## src/bil_pkg.sv

```systemverilog
// constants, types and helpers shared by the boot image loader
// Function
// - strap high at start: slave boot
// - strap low or floating: flash boot
// - flash boot drives select, clock, data
// - read command then 24-bit zero address
// - flash nibbles arrive low nibble first
// - slave boot bytes arrive lsb first
// - host drives clock/select/mosi; device drives miso
// - peripheral master only after successful boot
// - peripheral clock 1 MHz, writes max 128
// - peripheral reads limited to 56 bytes
// - flash uses three-byte addresses
// - quad io read opcode, one dummy byte
package bil_pkg;

    // ------------------------------------------------------------
    // clock rates and timing
    // ------------------------------------------------------------
    localparam int unsigned SYS_CLK_HZ    = 100_000_000;
    localparam int unsigned PER_CLK_HZ    = 1_000_000;
    localparam int unsigned PER_HALF_CYC  = SYS_CLK_HZ / (2 * PER_CLK_HZ);
    localparam logic [7:0]  FLASH_HALF_DEF = 8'h04;
    localparam logic [1:0]  STRAP_WAIT    = 2'h3;

    // ------------------------------------------------------------
    // flash read sequence
    // ------------------------------------------------------------
    localparam logic [7:0]  FLASH_RD_OPC      = 8'hEB;
    localparam logic [23:0] FLASH_START_ADDR  = 24'h000000;
    localparam logic [4:0]  FLASH_OPC_BITS    = 5'h08;
    localparam logic [4:0]  FLASH_ADDR_NIBS   = 5'h06;
    localparam logic [4:0]  FLASH_DUMMY_NIBS  = 5'h02;

    // ------------------------------------------------------------
    // peripheral transfer limits
    // ------------------------------------------------------------
    localparam logic [7:0]  PER_WR_MAX = 8'h80;
    localparam logic [7:0]  PER_RD_MAX = 8'h38;

    // ------------------------------------------------------------
    // pin and sync indices
    // ------------------------------------------------------------
    localparam int unsigned SY_SCLK  = 4;
    localparam int unsigned SY_SCS   = 5;
    localparam int unsigned SY_SMOSI = 6;
    localparam int unsigned SY_SMISO = 7;
    localparam int unsigned SY_STRAP = 1;

    // ------------------------------------------------------------
    // state types
    // ------------------------------------------------------------
    typedef enum logic [2:0] {
        ST_STRAP  = 3'h0,
        ST_FCMD   = 3'h1,
        ST_FADDR  = 3'h3,
        ST_FDUMMY = 3'h2,
        ST_FDATA  = 3'h6,
        ST_RUN    = 3'h7,
        ST_SRECV  = 3'h4
    } bil_state_t;

    typedef enum logic [1:0] {
        PM_IDLE  = 2'h0,
        PM_LOAD  = 2'h1,
        PM_SHIFT = 2'h3,
        PM_END   = 2'h2
    } bil_pm_state_t;

    // ------------------------------------------------------------
    // helpers
    // ------------------------------------------------------------
    function automatic logic [7:0] bil_sat_len(input logic [7:0] len, input logic [7:0] lim);
        bil_sat_len = (len > lim) ? lim : len;
    endfunction : bil_sat_len

    function automatic logic [3:0] bil_addr_nib(input logic [4:0] idx);
        logic [23:0] sh;
        sh = FLASH_START_ADDR >> (5'd20 - 5'(idx * 5'd4));
        bil_addr_nib = sh[3:0];
    endfunction : bil_addr_nib

endpackage : bil_pkg

```

## src/bil_top.sv

```systemverilog
// boot image loader: strap select, quad flash boot, spi slave boot, peripheral master
`timescale 1ns/100ps
module bil_top
    import bil_pkg::*;
#(
    parameter logic [7:0]  FLASH_HALF = FLASH_HALF_DEF,
    parameter int unsigned PER_HALF   = PER_HALF_CYC
) (
    input  wire logic       sys_clk,
    input  wire logic       rst,
    input  wire logic [3:0] flash_line_in,
    output logic [3:0]      flash_line_out,
    output logic [3:0]      flash_line_oe_n,
    output logic            flash_cs_n,
    input  wire logic       sclk_in,
    output logic            sclk_out,
    output logic            sclk_oe_n,
    input  wire logic       scs_n_in,
    output logic            scs_n_out,
    output logic            scs_n_oe_n,
    input  wire logic       smosi_in,
    output logic            smosi_out,
    output logic            smosi_oe_n,
    input  wire logic       smiso_in,
    output logic            smiso_out,
    output logic            smiso_oe_n,
    output logic [7:0]      img_data,
    output logic            img_valid,
    input  wire logic       boot_ok,
    output logic            boot_slave,
    output logic            booted,
    input  wire logic       per_start,
    input  wire logic [7:0] per_wr_len,
    input  wire logic [7:0] per_rd_len,
    input  wire logic [7:0] per_wdata,
    input  wire logic       per_wvalid,
    output logic            per_wready,
    output logic [7:0]      per_rdata,
    output logic            per_rvalid,
    output logic            per_busy
);

    // ------------------------------------------------------------
    // state
    // ------------------------------------------------------------
    typedef struct packed {
        bil_state_t st;
        logic [1:0] strap_wait;
        logic       slave;
        logic       booted;
        logic [7:0] s1;
        logic [7:0] s2;
        logic       sclk_d;
        logic [7:0] cnt;
        logic [4:0] bitc;
        logic [3:0] lo_nib;
        logic       nib_hi;
        logic [7:0] sbyte;
        logic [2:0] sbit;
        logic [7:0] img_data;
        logic       img_valid;
        logic       fcs_n;
        logic [3:0] line_out;
        logic [3:0] line_oe_n;
        logic       sclk_out;
        logic       sclk_oe_n;
        logic       scs_out;
        logic       scs_oe_n;
        logic       smosi_out;
        logic       smosi_oe_n;
        logic       smiso_out;
        logic       smiso_oe_n;
    } bil_top_t;

    // all pins released and flash deselected out of reset
    localparam bil_top_t TOP_RST = '{
        st: ST_STRAP, fcs_n: 1'b1, line_oe_n: 4'hF, sclk_oe_n: 1'b1,
        scs_out: 1'b1, scs_oe_n: 1'b1, smosi_oe_n: 1'b1, smiso_oe_n: 1'b1,
        default: '0
    };
    localparam logic [7:0] FHALF_M1 = FLASH_HALF - 8'h01;

    bil_top_t   s_reg;
    bil_top_t   s_next;
    logic       pm_sclk;
    logic       pm_cs_n;
    logic       pm_mosi;
    logic       fall;
    logic       srise;

    // ------------------------------------------------------------
    // peripheral master
    // ------------------------------------------------------------
    bil_per_master #(
        .HALF_CYC (PER_HALF)
    ) u_pm (
        .sys_clk (sys_clk),
        .rst     (rst),
        .start   (per_start & s_reg.booted),
        .wr_len  (per_wr_len),
        .rd_len  (per_rd_len),
        .wdata   (per_wdata),
        .wvalid  (per_wvalid),
        .wready  (per_wready),
        .rdata   (per_rdata),
        .rvalid  (per_rvalid),
        .busy    (per_busy),
        .sclk    (pm_sclk),
        .cs_n    (pm_cs_n),
        .mosi    (pm_mosi),
        .miso    (s_reg.s2[SY_SMISO])
    );

    // ------------------------------------------------------------
    // next state
    // ------------------------------------------------------------
    always_comb begin
        s_next           = s_reg;
        s_next.s1        = {smiso_in, smosi_in, scs_n_in, sclk_in, flash_line_in};
        s_next.s2        = s_reg.s1;
        s_next.sclk_d    = s_reg.s2[SY_SCLK];
        s_next.img_valid = 1'b0;
        fall             = 1'b0;
        srise            = s_reg.s2[SY_SCLK] & ~s_reg.sclk_d;

        // flash clock divider; pin data moves on its falling edge
        if (s_reg.st == ST_FCMD || s_reg.st == ST_FADDR ||
            s_reg.st == ST_FDUMMY || s_reg.st == ST_FDATA) begin
            s_next.cnt = s_reg.cnt + 8'h01;
            if (s_reg.cnt == FHALF_M1) begin
                s_next.cnt      = 8'h00;
                s_next.sclk_out = ~s_reg.sclk_out;
                fall            = s_reg.sclk_out;
            end
        end

        unique case (s_reg.st)
            ST_STRAP: begin
                s_next.strap_wait = s_reg.strap_wait + 2'h1;
                if (s_reg.strap_wait == STRAP_WAIT) begin
                    if (s_reg.s2[SY_STRAP]) begin
                        s_next.st         = ST_SRECV;
                        s_next.slave      = 1'b1;
                        s_next.smiso_oe_n = 1'b0;
                        s_next.smiso_out  = 1'b0;
                    end else begin
                        s_next.st          = ST_FCMD;
                        s_next.fcs_n       = 1'b0;
                        s_next.sclk_oe_n   = 1'b0;
                        s_next.sclk_out    = 1'b0;
                        s_next.line_oe_n   = 4'hE;
                        s_next.line_out    = {3'h0, FLASH_RD_OPC[7]};
                        s_next.bitc        = 5'h00;
                        s_next.cnt         = 8'h00;
                    end
                end
            end
            ST_FCMD: begin
                if (fall) begin
                    if (s_reg.bitc == FLASH_OPC_BITS - 5'h01) begin
                        s_next.st        = ST_FADDR;
                        s_next.bitc      = 5'h00;
                        s_next.line_oe_n = 4'h0;
                        s_next.line_out  = bil_addr_nib(5'h00);
                    end else begin
                        s_next.bitc     = s_reg.bitc + 5'h01;
                        s_next.line_out = {3'h0, FLASH_RD_OPC[3'h6 - s_reg.bitc[2:0]]};
                    end
                end
            end
            ST_FADDR: begin
                if (fall) begin
                    // three address bytes over four lines
                    if (s_reg.bitc == FLASH_ADDR_NIBS - 5'h01) begin
                        s_next.st        = ST_FDUMMY;
                        s_next.bitc      = 5'h00;
                        s_next.line_oe_n = 4'hF;
                    end else begin
                        s_next.bitc     = s_reg.bitc + 5'h01;
                        s_next.line_out = bil_addr_nib(s_reg.bitc + 5'h01);
                    end
                end
            end
            ST_FDUMMY: begin
                if (fall) begin
                    s_next.bitc = s_reg.bitc + 5'h01;
                    if (s_reg.bitc == FLASH_DUMMY_NIBS - 5'h01) begin
                        s_next.st     = ST_FDATA;
                        s_next.nib_hi = 1'b0;
                    end
                end
            end
            ST_FDATA: begin
                if (fall) begin
                    if (!s_reg.nib_hi) begin
                        s_next.lo_nib = s_reg.s2[3:0];
                        s_next.nib_hi = 1'b1;
                    end else begin
                        s_next.img_data  = {s_reg.s2[3:0], s_reg.lo_nib};
                        s_next.img_valid = 1'b1;
                        s_next.nib_hi    = 1'b0;
                    end
                end
            end
            ST_SRECV: begin
                if (s_reg.s2[SY_SCS]) begin
                    s_next.sbit = 3'h0;
                end else if (srise) begin
                    s_next.sbyte = {s_reg.s2[SY_SMOSI], s_reg.sbyte[7:1]};
                    s_next.sbit  = s_reg.sbit + 3'h1;
                    if (s_reg.sbit == 3'h7) begin
                        s_next.img_data  = {s_reg.s2[SY_SMOSI], s_reg.sbyte[7:1]};
                        s_next.img_valid = 1'b1;
                    end
                end
            end
            ST_RUN: begin
                // serial pins now belong to the peripheral master
                s_next.sclk_out  = pm_sclk;
                s_next.scs_out   = pm_cs_n;
                s_next.smosi_out = pm_mosi;
            end
            default: begin
                s_next = TOP_RST;
            end
        endcase

        // image accepted: end boot, hand pins to peripheral master
        if (boot_ok && s_reg.st != ST_STRAP && s_reg.st != ST_RUN) begin
            s_next.st         = ST_RUN;
            s_next.booted     = 1'b1;
            s_next.fcs_n      = 1'b1;
            s_next.line_oe_n  = 4'hF;
            s_next.sclk_oe_n  = 1'b0;
            s_next.sclk_out   = 1'b0;
            s_next.scs_oe_n   = 1'b0;
            s_next.scs_out    = 1'b1;
            s_next.smosi_oe_n = 1'b0;
            s_next.smiso_oe_n = 1'b1;
        end
    end

    always_ff @(posedge sys_clk or posedge rst) begin
        if (rst) begin
            s_reg <= TOP_RST;
        end else begin
            s_reg <= s_next;
        end
    end

    // ------------------------------------------------------------
    // outputs
    // ------------------------------------------------------------
    assign flash_line_out  = s_reg.line_out;
    assign flash_line_oe_n = s_reg.line_oe_n;
    assign flash_cs_n      = s_reg.fcs_n;
    assign sclk_out        = s_reg.sclk_out;
    assign sclk_oe_n       = s_reg.sclk_oe_n;
    assign scs_n_out       = s_reg.scs_out;
    assign scs_n_oe_n      = s_reg.scs_oe_n;
    assign smosi_out       = s_reg.smosi_out;
    assign smosi_oe_n      = s_reg.smosi_oe_n;
    assign smiso_out       = s_reg.smiso_out;
    assign smiso_oe_n      = s_reg.smiso_oe_n;
    assign img_data        = s_reg.img_data;
    assign img_valid       = s_reg.img_valid;
    assign boot_slave      = s_reg.slave;
    assign booted          = s_reg.booted;

endmodule : bil_top

```

## src/bil_per_master.sv

```systemverilog
// peripheral spi master, mode 0, msb first, length limited
`timescale 1ns/100ps
module bil_per_master
    import bil_pkg::*;
#(
    parameter int unsigned HALF_CYC = PER_HALF_CYC
) (
    input  wire logic       sys_clk,
    input  wire logic       rst,
    input  wire logic       start,
    input  wire logic [7:0] wr_len,
    input  wire logic [7:0] rd_len,
    input  wire logic [7:0] wdata,
    input  wire logic       wvalid,
    output logic            wready,
    output logic [7:0]      rdata,
    output logic            rvalid,
    output logic            busy,
    output logic            sclk,
    output logic            cs_n,
    output logic            mosi,
    input  wire logic       miso
);

    typedef struct packed {
        bil_pm_state_t st;
        logic [7:0]    cnt;
        logic          sclk;
        logic [2:0]    bitc;
        logic [7:0]    wleft;
        logic [7:0]    rleft;
        logic [7:0]    sh;
        logic          capt;
        logic          cs_n;
        logic          mosi;
        logic          wready;
        logic [7:0]    rdata;
        logic          rvalid;
        logic          busy;
    } bil_pm_t;

    localparam bil_pm_t PM_RST = '{st: PM_IDLE, cs_n: 1'b1, default: '0};
    localparam logic [7:0] HALF_M1 = 8'(HALF_CYC - 1);

    bil_pm_t s_reg;
    bil_pm_t s_next;

    always_comb begin
        s_next        = s_reg;
        s_next.rvalid = 1'b0;
        unique case (s_reg.st)
            PM_IDLE: begin
                // clamp lengths
                if (start && (wr_len != 8'h00 || rd_len != 8'h00)) begin
                    s_next.wleft = bil_sat_len(wr_len, PER_WR_MAX);
                    s_next.rleft = bil_sat_len(rd_len, PER_RD_MAX);
                    s_next.cs_n  = 1'b0;
                    s_next.busy  = 1'b1;
                    s_next.cnt   = 8'h00;
                    s_next.bitc  = 3'h0;
                    s_next.sh    = 8'h00;
                    s_next.mosi  = 1'b0;
                    if (wr_len != 8'h00) begin
                        s_next.st     = PM_LOAD;
                        s_next.wready = 1'b1;
                    end else begin
                        s_next.st = PM_SHIFT;
                    end
                end
            end
            PM_LOAD: begin
                if (wvalid) begin
                    s_next.wready = 1'b0;
                    s_next.sh     = wdata;
                    s_next.mosi   = wdata[7];
                    s_next.st     = PM_SHIFT;
                    s_next.cnt    = 8'h00;
                end
            end
            PM_SHIFT: begin
                s_next.cnt = s_reg.cnt + 8'h01;
                if (s_reg.cnt == HALF_M1) begin
                    s_next.cnt  = 8'h00;
                    s_next.sclk = ~s_reg.sclk;
                    if (!s_reg.sclk) begin
                        s_next.capt = miso;
                    end else begin
                        s_next.sh   = {s_reg.sh[6:0], s_reg.capt};
                        s_next.mosi = s_reg.sh[6];
                        s_next.bitc = s_reg.bitc + 3'h1;
                        if (s_reg.bitc == 3'h7) begin
                            if (s_reg.wleft != 8'h00) begin
                                s_next.wleft = s_reg.wleft - 8'h01;
                                if (s_reg.wleft != 8'h01) begin
                                    s_next.st     = PM_LOAD;
                                    s_next.wready = 1'b1;
                                end else if (s_reg.rleft != 8'h00) begin
                                    s_next.sh   = 8'h00;
                                    s_next.mosi = 1'b0;
                                end else begin
                                    s_next.st = PM_END;
                                end
                            end else begin
                                s_next.rdata  = {s_reg.sh[6:0], s_reg.capt};
                                s_next.rvalid = 1'b1;
                                s_next.rleft  = s_reg.rleft - 8'h01;
                                s_next.sh     = 8'h00;
                                s_next.mosi   = 1'b0;
                                if (s_reg.rleft == 8'h01) begin
                                    s_next.st = PM_END;
                                end
                            end
                        end
                    end
                end
            end
            PM_END: begin
                // hold select one half period past the last edge
                s_next.cnt = s_reg.cnt + 8'h01;
                if (s_reg.cnt == HALF_M1) begin
                    s_next.cs_n = 1'b1;
                    s_next.busy = 1'b0;
                    s_next.mosi = 1'b0;
                    s_next.st   = PM_IDLE;
                end
            end
        endcase
    end

    always_ff @(posedge sys_clk or posedge rst) begin
        if (rst) begin
            s_reg <= PM_RST;
        end else begin
            s_reg <= s_next;
        end
    end

    assign wready = s_reg.wready;
    assign rdata  = s_reg.rdata;
    assign rvalid = s_reg.rvalid;
    assign busy   = s_reg.busy;
    assign sclk   = s_reg.sclk;
    assign cs_n   = s_reg.cs_n;
    assign mosi   = s_reg.mosi;

endmodule : bil_per_master

```

## config.mk

```make
export PLATFORM = sky130hd
export DESIGN_NAME = bil_top
export DESIGN_NICKNAME = d
export VERILOG_FILES = /design/src/bil_pkg.sv /design/src/bil_top.sv /design/src/bil_per_master.sv
export SDC_FILE = /design/constraint.sdc
export NUM_CORES = 1
export LEC_CHECK = 0
export ABC_AREA = 1
export BUFFER_PORTS_ARGS = -buffer_cell sky130_fd_sc_hd__buf_2
export CAP_MARGIN = 30
export CORE_ASPECT_RATIO = 0.7
export CORE_MARGIN = 3
export CORE_UTILIZATION = 45
export CTS_CLUSTER_DIAMETER = 80
export DETAILED_ROUTE_END_ITERATION = 10
export SYNTH_ARGS = -nofsm -noshare
export SYNTH_HDL_FRONTEND = slang
export SYNTH_SLANG_ARGS = --single-unit
export TNS_END_PERCENT = 100
```

## constraint.sdc

```tcl
create_clock -name sys_clk -period 8.6 [get_ports sys_clk]
set_input_delay 0 -clock sys_clk [delete_from_list [all_inputs] [get_ports sys_clk]]
set_output_delay 0 -clock sys_clk [all_outputs]
set_load 0.005 [all_outputs]
```

# Word level (Yosys, flattened, before mapping)
# Memory sizes are Yosys's and may differ from the RTL's.
# Cells that the tools add are included.
# W data, S select, Z words.
word_totals:
  out_inout_bits: 39
  reg_bits: 130
  n_memories: 1
  wordCells: 295
  romBits: 8
  in_bits: 37
memory_table:
  columns: ["name", "words", "word_bits", "read_ports", "rd_clocked_by_memory_dff", "wr", "line_no", "text"]
  rows:
  - ["(name not given)", 8, 1, 1, 0, 0, "bil_top.sv:167", "s_next.line_out = {3'h0, FLASH_RD_OPC[3'h6 - s_reg.bitc[2:0]]};"]
op_classes:
  n_eq_ne: 61
  n_bitwise: 13
  muxes: 115
  magnitude_cmp: 3
  add_sub_neg: 10
  n_reduce_logical: 51
  n_shift: 1
ops:
  columns: ["operator", "n"]
  rows:
  - ["$mux W8", 13]
  - ["$mux W11", 5]
  - ["$mux W27", 2]
  - ["$mux W9", 5]
  - ["$pmux W10 S4", 1]
  - ["$mux W39", 1]
  - ["$pmux W19 S2", 1]
  - ["$mux W3", 11]
  - ["$pmux W8 S4", 1]
  - ["$reduce_bool A8 Y1", 4]
  - ["$mux W5", 6]
  - ["$ne A2 B2 Y1 const B", 15]
  - ["$reduce_and A6 Y1", 5]
  - ["$ne A2 B1 Y1 const B", 14]
  - ["$pmux W9 S3", 1]
  - ["$mux W1", 26]
  - ["$mux W13", 2]
  - ["$pmux W5 S5", 1]
  - ["$mux W2", 12]
  - ["$mux W24", 1]
  - ["$reduce_or A6 Y1", 4]
  - ["$pmux W11 S2", 1]
  - ["$pmux W7 S3", 1]
  - ["$reduce_and A3 Y1", 7]
  - ["other kinds (57)", 114]

# Logic depth before layout (Yosys ltp)
# Gate-level depths: netlist (run 1).
logic_depth:
  ltp_word: 9
  depth_mapped: 12
  depth_no_buf: 12

# Cells and area by module
# From an unflattened synthesis (run 1), not the netlist that was laid out.
hier_totals:
  hier_cells: 946
  area_unflattened_um2: 7028.0
by_module_without_submodules:
  columns: ["module", "area_each_um2", "instances", "seq_area_each_um2", "cells_each"]
  rows:
  - ["bil_top", 3619.7, 1, 1785.5, 465]
  - ["bil_per_master", 3408.3, 1, 1277.5, 481]

# Least setup slack after synthesis (run 1)
# OpenSTA, ideal clock, no wires.
synth_path:
  path_kind: "register -> register"
  startpoint: "register u_pm.s_reg[43] in the netlist's numbering"
  endpoint: "register u_pm.s_reg (netlist bit u_pm.rdata[0])"
  period_less_slack_ps: 1662
  slack_ps: 6938
  arrival_time_ps: 1536
  setup_ps: 126
  stages_incl_launch_ff: 11
  required_time_ps: 8474
  path_buffers: 1
  path_cell_list: "dfrtp_1 -> inv_1 -> ha_1 -> nand2_1 -> nor2_1 -> nand3_2 -> inv_2 -> nand2_4 -> nor3_4 -> buf_6 -> o21ai_0"
synth_between:
  elab_chain_cells: 2
synth_lines:
  columns: ["element", "line_no", "text"]
  rows:
  - ["start: declaration", "bil_per_master.sv:45", "bil_pm_t s_reg;"]
  - ["start signal: assignment", "bil_per_master.sv:134", "s_reg <= s_next;"]
  - ["$eq A8 B6 Y1", "bil_per_master.sv:82", "if (s_reg.cnt == HALF_M1) begin"]
  - ["$reduce_and A5 Y1 (no line)", null, null]
# No other way between the ends.
# A chain may end at the register's enable or synchronous reset.

# Final worst setup path (run 1)
layout_path:
  startpoint: "register u_pm.s_reg[51] in the netlist's numbering"
  endpoint: "register u_pm.s_reg (netlist bit u_pm.rdata[0])"
layout_between:
  elab_chain_cells: 2
layout_lines:
  columns: ["element", "line_no", "text"]
  rows:
  - ["$eq A2 B2 Y1", "bil_per_master.sv:51", "unique case (s_reg.st)"]
  - ["$reduce_and A5 Y1 (no line)", null, null]
# No other way between the ends.

==> results of run 1 <==
layer usage:
layer	vias up	routed length (um)	global-route usage (%)	part of all wire [%]
met5	-	0	0	0
met4	0	161	4.35	0.98
met3	15	1040	4.52	6.3
met2	171	6090	26.0	37
met1	2688	9150	34.3	56
li1	3045	-	-	-
cells in the final DEF (no fill, tap or decap), types with 3 or more instances in the layout:
master | synthesis | routed
a21oi_1 | 8 | 8
a22oi_1 | 8 | 8
buf_2 | 5 | 71
clkbuf_16 | 0 | 17
clkinv_4 | 0 | 4
clkinvlp_4 | 0 | 4
conb_1 | 1 | 4
dfrtp_1 | 114 | 114
dfstp_2 | 8 | 8
dlygate4sd3_1 | 0 | 28
ha_1 | 18 | 18
inv_1 | 126 | 125
inv_2 | 3 | 3
inv_6 | 0 | 3
nand2_1 | 278 | 278
nand2_2 | 3 | 3
nand3_1 | 60 | 60
nand3b_1 | 4 | 4
nand4_1 | 9 | 9
nor2_1 | 113 | 113
nor2_2 | 3 | 3
nor2_4 | 4 | 4
nor3_1 | 6 | 6
o211ai_1 | 3 | 3
o21ai_0 | 78 | 78
o22ai_1 | 4 | 4
xor2_1 | 13 | 13
cell type report:
type	count	area [um^2]
tap	195	244
fill	1435	6750
inverter	129	487
clock buffer	17	425
clock inverter	15	143
timing repair buffer	101	651
multi-input combinational	638	3050
sequential	122	3060
kinds of logic (layout without fill, tap and decap cells):
group                    Yosys count  in the layout  share of synthesized area (%)
adder cells (fa/ha/maj)           18             18                           3.27
XOR/XNOR                          15             15                           1.91
flip-flops                       122            122                           44.5
other                              1              4                         0.0545
AND/OR/NAND/NOR                  490            490                           29.9
buffers and inverters            171            262                           11.3
AO/OA/AOI/OAI                    111            111                           9.08
worst max-delay path, stage by stage, from the launching register on:
cell     delay (ps)
dfrtp_1         530
nand2_4         220
inv_1           340
nand3_2         340
inv_2           210
nand2_4         130
nor3_4          540
o21ai_0         170
through the flow:
step | hold slack, ps | cells | util, %
floorplan | 106 | 931 | -
global placement | 169 | 1157 | 48.7
global route | 46.7 | 1217 | 54.4
CTS | 4.52 | 1217 | 54.4
finish | 14.6 | 1217 | 54.4
detailed placement | 165 | 1157 | 48.7
cell usage after synthesis, drive strengths merged (2+ instances only):
cell type | n | area [um^2]
nor3b | 2 | 15.0
clkbuf | 5 | 18.8
a21oi | 8 | 40.0
nand3 | 61 | 310
nand4 | 9 | 56.3
nor2 | 120 | 488
inv | 129 | 484
dfstp | 8 | 210
o21ai | 79 | 399
o211ai | 3 | 22.5
nand2 | 283 | 1080
ha | 18 | 225
o22ai | 4 | 25.0
xor2 | 13 | 114
xnor2 | 2 | 17.5
nand3b | 4 | 30.0
buf | 37 | 273
a22oi | 8 | 60.1
or2 | 2 | 12.5
dfrtp | 114 | 2850
nor3 | 7 | 46.3
timing repair:
| item | in CTS | in global routing |
|---|---|---|
| endpoints found under the hold margin | 80 | 0 |
| setup buffers | 0 | 0 |
| hold buffers | 28 | 0 |
report_power, final:
| part | total [W] | switching (W) | internal [W] |
|---|---|---|---|
| combinational | 0.000498 | 0.000339 | 0.000159 |
| clock | 0.000681 | 0.000279 | 0.000402 |
| sequential | 0.000695 | 0.0000562 | 0.000638 |
| total | 0.00187 | 0.000675 | 0.00120 |
how the worst max path moves through the flow:
stage,from,to,slack [ps],cells after the start
floorplan,rst,boot_slave$_DFFE_PP0P_,5370,1
global placement,u_pm.s_reg[51]$_DFFE_PP0P_,u_pm.rdata[0]$_DFFE_PP0P_,6120,7
detailed placement,u_pm.s_reg[51]$_DFFE_PP0P_,u_pm.rdata[6]$_DFFE_PP0P_,6000,7
CTS,u_pm.s_reg[51]$_DFFE_PP0P_,u_pm.rdata[0]$_DFFE_PP0P_,6000,7
global route,u_pm.s_reg[51]$_DFFE_PP0P_,u_pm.rdata[0]$_DFFE_PP0P_,5700,7
finish,u_pm.s_reg[51]$_DFFE_PP0P_,u_pm.rdata[0]$_DFFE_PP0P_,5950,7
==> results.yml, run 1 <==
sta:
  fin_skew_ps: 12.6
  fin_crit_sh_pct: 30.8
  hold_viol: 0
  setup_viol: 0
  fmax_ghz: 0.377
  slew_viol_final: 0
  slew_headroom_pct: 43.4
  worst_slew_pin_slew_ps: 849
  finalCriticalPeriod_ps: 2650
  fin_ws_ps: 5950
  rsz0062_at_grt: "false"
  fin_tns_setup_ps: 0
power_and_ir_drop:
  finalPower_w: 0.00187
  cellLeakagePower_nw: 4.24
  powerDensity_nw_per_um2: 232
  ir_drop_v: 0.000133
clock_tree:
  cts_tree: "built"
  cts.sinks: 122
  h-tree-depth: 4
  cts_root_buf: "clkbuf_16"
  path_clk_slew_ps: 60
  post_cts_resized: 0
  cts_buffer_depth: 2
  clock_latency_ps: 410
  cts_buffers: 17
final_layout:
  area_growth_pct: 17.2
  drive_above_1_share_pct: 13.2
  final_cell_area_um2: 8060
  antenna_cells: 0
  nNetsFinal: 1064
  largest_register_ffs: 50
route:
  vias_per_cell: 4.86
  post_drt_wl_per_cell_um: 13.5
  vias: 5919
  first_pass_iters: 5
  wl_um: 16400
  drtIter0Drc: 382
  drtAntennaViolNets: 0
  drc: 0
place:
  post-dp-hpwl_um: 11700
  io_buffers: 71
  pre_cts_ws_ps: 6000
  gp_congestion: 0.870
  postPlaceCellArea_um2: 7220
setup_path:
  r2r-end: "u_pm.rdata[0]$_DFFE_PP0P_"
  crit_arrival_ps: 2910
  path_class: "reg2reg"
  worstPathMaxFanout: 19
  start_kind: "register"
  r2r_slack_ps: 5950
  cp-end-kind: "register"
  r2r-start: "u_pm.s_reg[51]$_DFFE_PP0P_"
  rr_worst_depth: 7
  required_ps: 8850
logic_synthesis:
  avgSynthCellArea_um2: 7.41
  ys_ff_latch: 122
  synth-main-ff-cell: "dfrtp_1"
  async_flop_share_pct: 100
  syn_inst: 928
  synth.distinct_cells: 43
  netlist_area_um2: 6880
  ys_warn_count: 0
  ys_seq_area_share_pct: 44.5
  synth_edf_count: 0
hold_path:
  holdPathEnd: "u_pm.s_reg[25]$_DFFE_PP0P_"
  holdPathStages: 5
  hp-start: "per_rd_len[3]"
  hp-class: "in2reg"
grt:
  grt_max_degree: 67
  grt_util_all_layers_pct: 20.5
  overflow: 0
  grt_pass1_vias: 5409
  grt_pass1_wl_um: 27700
  antenna_found_initial: 0
floorplanning:
  start_util_pct: 46.4
  coreArea_um2: 14800
  die_y_um: 109
  rows: 37
  die_x_um: 154
  dieArea_um2: 16800
  ioPinCount: 76
flow_run:
  drv_cap: 0
status:
  status: "finished, final reports clean"
(Power assumes the default switching activity.)
==> inputs of run 2 (changes only) <==
--- a/config.mk
+++ b/config.mk
@@ -13,6 +13,7 @@
 export CORE_UTILIZATION = 45
 export CTS_CLUSTER_DIAMETER = 80
 export DETAILED_ROUTE_END_ITERATION = 10
+export PLACE_DENSITY = 0.66
 export SYNTH_ARGS = -nofsm -noshare
 export SYNTH_HDL_FRONTEND = slang
 export SYNTH_SLANG_ARGS = --single-unit
==> constraint.sdc (replaced) <==
create_clock -name sys_clk -period 2.2 [get_ports sys_clk]
set_input_delay 0 -clock sys_clk [delete_from_list [all_inputs] [get_ports sys_clk]]
set_output_delay 0 -clock sys_clk [all_outputs]
set_load 0.005 [all_outputs]
==> results.yml, run 2 (synthesis results as in run 1) <==
status:
  status: "finished, final reports clean"
setup_path:
  r2r_slack_ps: 210
  cp-end-kind: "register"
  worstPathMaxFanout: 9
  crit_family: "simple AND/OR/NAND/NOR gates"
  critPathMaxStageDelay_ps: 400
  r2r-end: "u_pm.s_reg[34]$_DFFE_PP0P_"
  crit_arrival_ps: 2280
  path_class: "reg2reg"
  start_kind: "register"
  r2r-start: "u_pm.s_reg[43]$_DFFE_PP0P_"
  slowest_stage: "dfrtp_1"
  path_buf_inv: 1
  crit_top_cell: "nand2_1"
  cp_cell_sequence: "inv_1, ha_1, nand2_1, nor2_1, nand2_1, nand2_1, nand3_1, nor2_4, o21ai_0"
  required_ps: 2490
  rr_worst_depth: 9
flow_run:
  drv_cap: 0
hold_path:
  holdPathEnd: "u_pm.s_reg[37]$_DFFE_PP0P_"
  hp-start: "per_wr_len[7]"
  hp-class: "in2reg"
  holdPathStages: 5
final_layout:
  fin_util_pct: 55.8
  nNetsFinal: 1082
  largest_register_ffs: 50
  area_growth_pct: 20.3
  layout_common_cells: "nand2_1 (278), inv_1 (125), dfrtp_1 (114)"
  antenna_cells: 0
  drive_above_1_share_pct: 14.6
  mostFrequentLayoutCell: "nand2_1"
place:
  io_buffers: 71
  post-dp-hpwl_um: 11600
  pre_cts_ws_ps: 253
  gp_congestion: 0.879
sta:
  setup_viol: 0
  fin_skew_ps: 15.1
  finalCriticalPeriod_ps: 1990
  fin_ws_ps: 206
  slew_headroom_pct: 66.7
  hold_viol: 0
  rsz0062_at_grt: "false"
  fin_crit_sh_pct: 90.6
  worst_slew_pin_slew_ps: 498
  slew_viol_final: 0
  fin_tns_setup_ps: 0
  fmax_ghz: 0.502
route:
  drtIter0Drc: 543
  first_pass_iters: 6
  wl_met1_um: 8330
  vias: 6023
  post_drt_wl_per_cell_um: 13.1
  wl_met3_um: 1080
  dr_wl_met2_um: 6660
  drtAntennaViolNets: 0
  drc: 0
  routed.top_layer: "met4"
  wl_um: 16200
  vias_per_cell: 4.88
grt:
  grt_util_all_layers_pct: 19.9
  grt_pass1_vias: 5499
  grt_pass1_wl_um: 27200
  grt_max_degree: 40
  overflow: 0
  antenna_found_initial: 0
floorplanning:
  dieArea_um2: 16800
  rows: 37
  coreArea_um2: 14800
  ioPinCount: 76
  start_util_pct: 46.4
  die_y_um: 109
  die_x_um: 154
power_and_ir_drop:
  finalPower_w: 0.00757
  switching_share_pct: 34.2
  ir_drop_v: 0.000555
  powerDensity_nw_per_um2: 915
  power_frac_seq_pct: 35.8
  p_comb_share_pct: 26.2
  clkPwrFrac_pct: 38.0
  p_int_w: 0.00498
  power.switching_w: 0.00258
  cellLeakagePower_nw: 4.37
clock_tree:
  cts_buffers: 17
  cts.sinks: 122
  path_clk_slew_ps: 60
  clock_latency_ps: 420
  cts_buffer_depth: 2
  h-tree-depth: 4
  postCtsSetupBuffers: 0
  cts_tree: "built"
  cts_root_buf: "clkbuf_16"
==> run 2: area by class of cell <==
class                           instances  area [um^2]
Clock inverter                         14          170
Inverter                              129          488
Timing Repair Buffer                  119          816
Fill cell                            1386         6540
Sequential cell                       122         3060
Multi-Input combinational cell        638         3050
Clock buffer                           18          439
Tap cell                              195          244
==> run 2: worst max-delay path by stage <==
| stage | from | depth (start not counted) | slack [ps] | to |
|---|---|---|---|---|
| final | u_pm.s_reg[43]$_DFFE_PP0P_ | 9 | 210 | u_pm.s_reg[34]$_DFFE_PP0P_ |
| after global routing | u_pm.s_reg[42]$_DFFE_PP0P_ | 9 | 2 | u_pm.s_reg[32]$_DFFE_PP0P_ |
| after CTS | u_pm.s_reg[43]$_DFFE_PP0P_ | 9 | 230 | u_pm.s_reg[34]$_DFFE_PP0P_ |
| after detailed placement | u_pm.s_reg[43]$_DFFE_PP0P_ | 9 | 250 | u_pm.s_reg[34]$_DFFE_PP0P_ |
| after global placement | u_pm.s_reg[43]$_DFFE_PP0P_ | 9 | 310 | u_pm.s_reg[34]$_DFFE_PP0P_ |
| after floorplan | u_pm.s_reg[43]$_DFFE_PP0P_ | 10 | 540 | u_pm.rdata[0]$_DFFE_PP0P_ |
==> run 2: through the flow <==
step                hold WS, ps  cell area (um^2)  std cells
floorplan                   106              6890        931
global placement           43.1              7360       1173
detailed placement         38.6              7360       1173
CTS                        43.8              8270       1235
global route               85.5              8270       1235
finish                     61.4              8270       1235
==> run 2: power by group through the flow <==
stage,clock (W),sequential (W),combinational (W)
2_1_floorplan,0,0.00266,0.00150
3_3_place_gp,0,0.00274,0.00189
3_5_place_dp,0,0.00274,0.00192
4_1_cts,0.00291,0.00271,0.00196
5_1_grt,0.00302,0.00274,0.00228
6_report,0.00288,0.00271,0.00199
==> run 2: metal layers <==
| metal | GRT usage (%) | vias to the layer above |
|---|---|---|
| met5 | 0 | - |
| met4 | 5.17 | 0 |
| met3 | 3.97 | 15 |
| met2 | 28.5 | 203 |
| met1 | 30.8 | 2727 |
| li1 | - | 3078 |
==> run 2: tightest hold or removal path, delay by kind of cell <==
family                 cells  cell delay (ps)
buffers and inverters      2              170
AOI/OAI and AO/OA          1              160
and+or+nand+nor            2              100
==> run 2: timing repair <==
| item | CTS | global route |
|---|---|---|
| hold endpoints to repair | 120 | 0 |
| endpoints found under the setup margin | 0 | 1 |
| hold buffers | 30 | 0 |
| resized for setup | 0 | 1 |
==> inputs of run 3 (changes only) <==
--- a/config.mk
+++ b/config.mk
@@ -13,7 +13,6 @@
 export CORE_UTILIZATION = 45
 export CTS_CLUSTER_DIAMETER = 80
 export DETAILED_ROUTE_END_ITERATION = 10
-export PLACE_DENSITY = 0.66
 export SYNTH_ARGS = -nofsm -noshare
 export SYNTH_HDL_FRONTEND = slang
 export SYNTH_SLANG_ARGS = --single-unit
==> constraint.sdc (replaced) <==
create_clock -name sys_clk -period 1.9 [get_ports sys_clk]
set_input_delay 0 -clock sys_clk [delete_from_list [all_inputs] [get_ports sys_clk]]
set_output_delay 0 -clock sys_clk [all_outputs]
set_load 0.005 [all_outputs]
==> results.yml, run 3 (synthesis results as in run 1) <==
final_layout:
  area_growth_pct: 24.1
  seq_area_um2: 3060
  nNetsFinal: 1112
  n_fill_cell: 1356
  antenna_cells: 0
  fin_util_pct: 57.6
  multi_input_area_um2: 3110
  drive_above_1_share_pct: 18.3
  mostFrequentLayoutCell: "nand2_1"
  layout_common_cells: "nand2_1 (277), inv_1 (125), dfrtp_1 (114)"
  largest_register_ffs: 50
  final_cell_area_um2: 8540
setup_path:
  cp-end-kind: "register"
  start_kind: "register"
  crit_arrival_ps: 2080
  worstPathMaxFanout: 5
  required_ps: 2200
  path_class: "reg2reg"
grt:
  grt_util_all_layers_pct: 20.8
  overflow: 0
  grt_pass1_wl_um: 27900
  antenna_found_initial: 0
  grt_max_degree: 45
  grt_pass1_vias: 5435
floorplanning:
  dieArea_um2: 16800
  rows: 37
  die_x_um: 154
  ioPinCount: 76
  die_y_um: 109
  start_util_pct: 46.4
  coreArea_um2: 14800
route:
  vias_per_cell: 4.83
  first_pass_iters: 5
  wl_um: 16800
  drtIter0Drc: 483
  vias: 6109
  drtAntennaViolNets: 0
  post_drt_wl_per_cell_um: 13.3
  drc: 0
place:
  post-dp-hpwl_um: 12200
  postPlaceCellArea_um2: 7580
  io_buffers: 71
  gp_congestion: 0.908
sta:
  slew_viol_final: 0
  fin_tns_setup_ps: 0
  fin_hold_ws_ps: 62.0
  setup_viol: 0
  rsz0062_at_grt: "true"
  slew_headroom_pct: 60.5
  fmax_ghz: 0.560
  fin_skew_ps: 16.4
  worst_slew_pin_slew_ps: 591
  hold_viol: 0
  fin_crit_sh_pct: 94.0
  finalCriticalPeriod_ps: 1790
power_and_ir_drop:
  power.switching_w: 0.00316
  cellLeakagePower_nw: 4.49
  powerDensity_nw_per_um2: 1050
  p_int_w: 0.00579
  ir_drop_v: 0.000696
  clkPwrFrac_pct: 35.0
  p_comb_share_pct: 30.3
  switching_share_pct: 35.3
  power_frac_seq_pct: 34.7
hold_path:
  hp-class: "in2reg"
status:
  status: "finished, final reports clean"
clock_tree:
  cts_tree: "built"
  cts_buffer_depth: 2
  clock_latency_ps: 420
  path_clk_slew_ps: 60
  h-tree-depth: 4
  cts_root_buf: "clkbuf_16"
  cts_buffers: 17
  cts.sinks: 122
flow_run:
  drv_cap: 0
## run 3: cell types whose count changed in the layout (fill, tap and decap cells not counted), sizes merged
cell      previous run  this run
buf                 89       118
nor2               120       121
inv                130       134
clkinv               8         5
clkinvlp             2         3
bufinv               3         1
## run 3: worst paths after layout
kind | slack [ps] | end | cells after the start | from
hold / removal | 60 | u_pm.s_reg[36]$_DFFE_PP0P_ | 6 | per_wr_len[7]
setup / recovery | 110 | u_pm.s_reg[39]$_DFFE_PP0P_ | 9 | u_pm.s_reg[51]$_DFFE_PP0P_
max in group asynchronous | 1020 | scs_n_oe_n$_DFFE_PP1P_ | 4 | rst
min in group asynchronous | 200 | s_reg[46]$_DFFE_PP0P_ | 3 | rst
setup reg to reg | 110 | u_pm.s_reg[39]$_DFFE_PP0P_ | 9 | u_pm.s_reg[51]$_DFFE_PP0P_
hold reg to reg | 460 | img_data[5]$_DFFE_PP0P_ | 2 | img_data[5]$_DFFE_PP0P_
## run 3: critical path, stage by stage (launching register included)
cell      delay, ps
dfrtp_1         450
inv_1           160
nand2_1         140
nor2_1          140
nand3_1         150
nand2_1         240
nor2_1          110
buf_4           150
nand3b_1         70
nand2_1          60
## run 3: layer usage
layer / global-route usage, % / share of wire (%)
met2: 26.7 / 38
met4: 4.73 / 0.94
met1: 34.4 / 55
met5: 0 / 0
met3: 4.52 / 6.2
## run 3: metrics by stage
stage | setup WS (ps) | std cells | total power [W]
after floorplan | 238 | 931 | 0.00482
after global placement | 1.13 | 1201 | 0.00567
after detailed placement | -30.2 | 1201 | 0.00566
after CTS | 10.7 | 1263 | 0.00888
after global routing | -39.5 | 1265 | 0.00954
final | 115 | 1265 | 0.00895
## run 3: power by group through the flow
stage	sequential, W	combinational (W)	clock [W]
after floorplan	0.00308	0.00174	0
after global placement	0.00315	0.00252	0
after detailed placement	0.00314	0.00252	0
after CTS	0.00310	0.00258	0.00319
after global routing	0.00314	0.00307	0.00333
final	0.00310	0.00271	0.00313
## run 3: final cells by class
class	instances	area share (%)
clock buffer	18	5.14
clock inverter	14	1.57
inverter	129	5.71
multi-input combinational	639	36.5
sequential	122	35.9
tap	195	2.86
timing repair buffer	148	12.4
## run 3: repair_timing
item / CTS / global route
pin swaps: 1 / 6
setup buffers: 0 / 1
setup endpoints to repair: 4 / 54
cloned: 0 / 1
hold buffers: 30 / 0
endpoints found under the hold margin: 49 / 0
resized for setup: 2 / 15
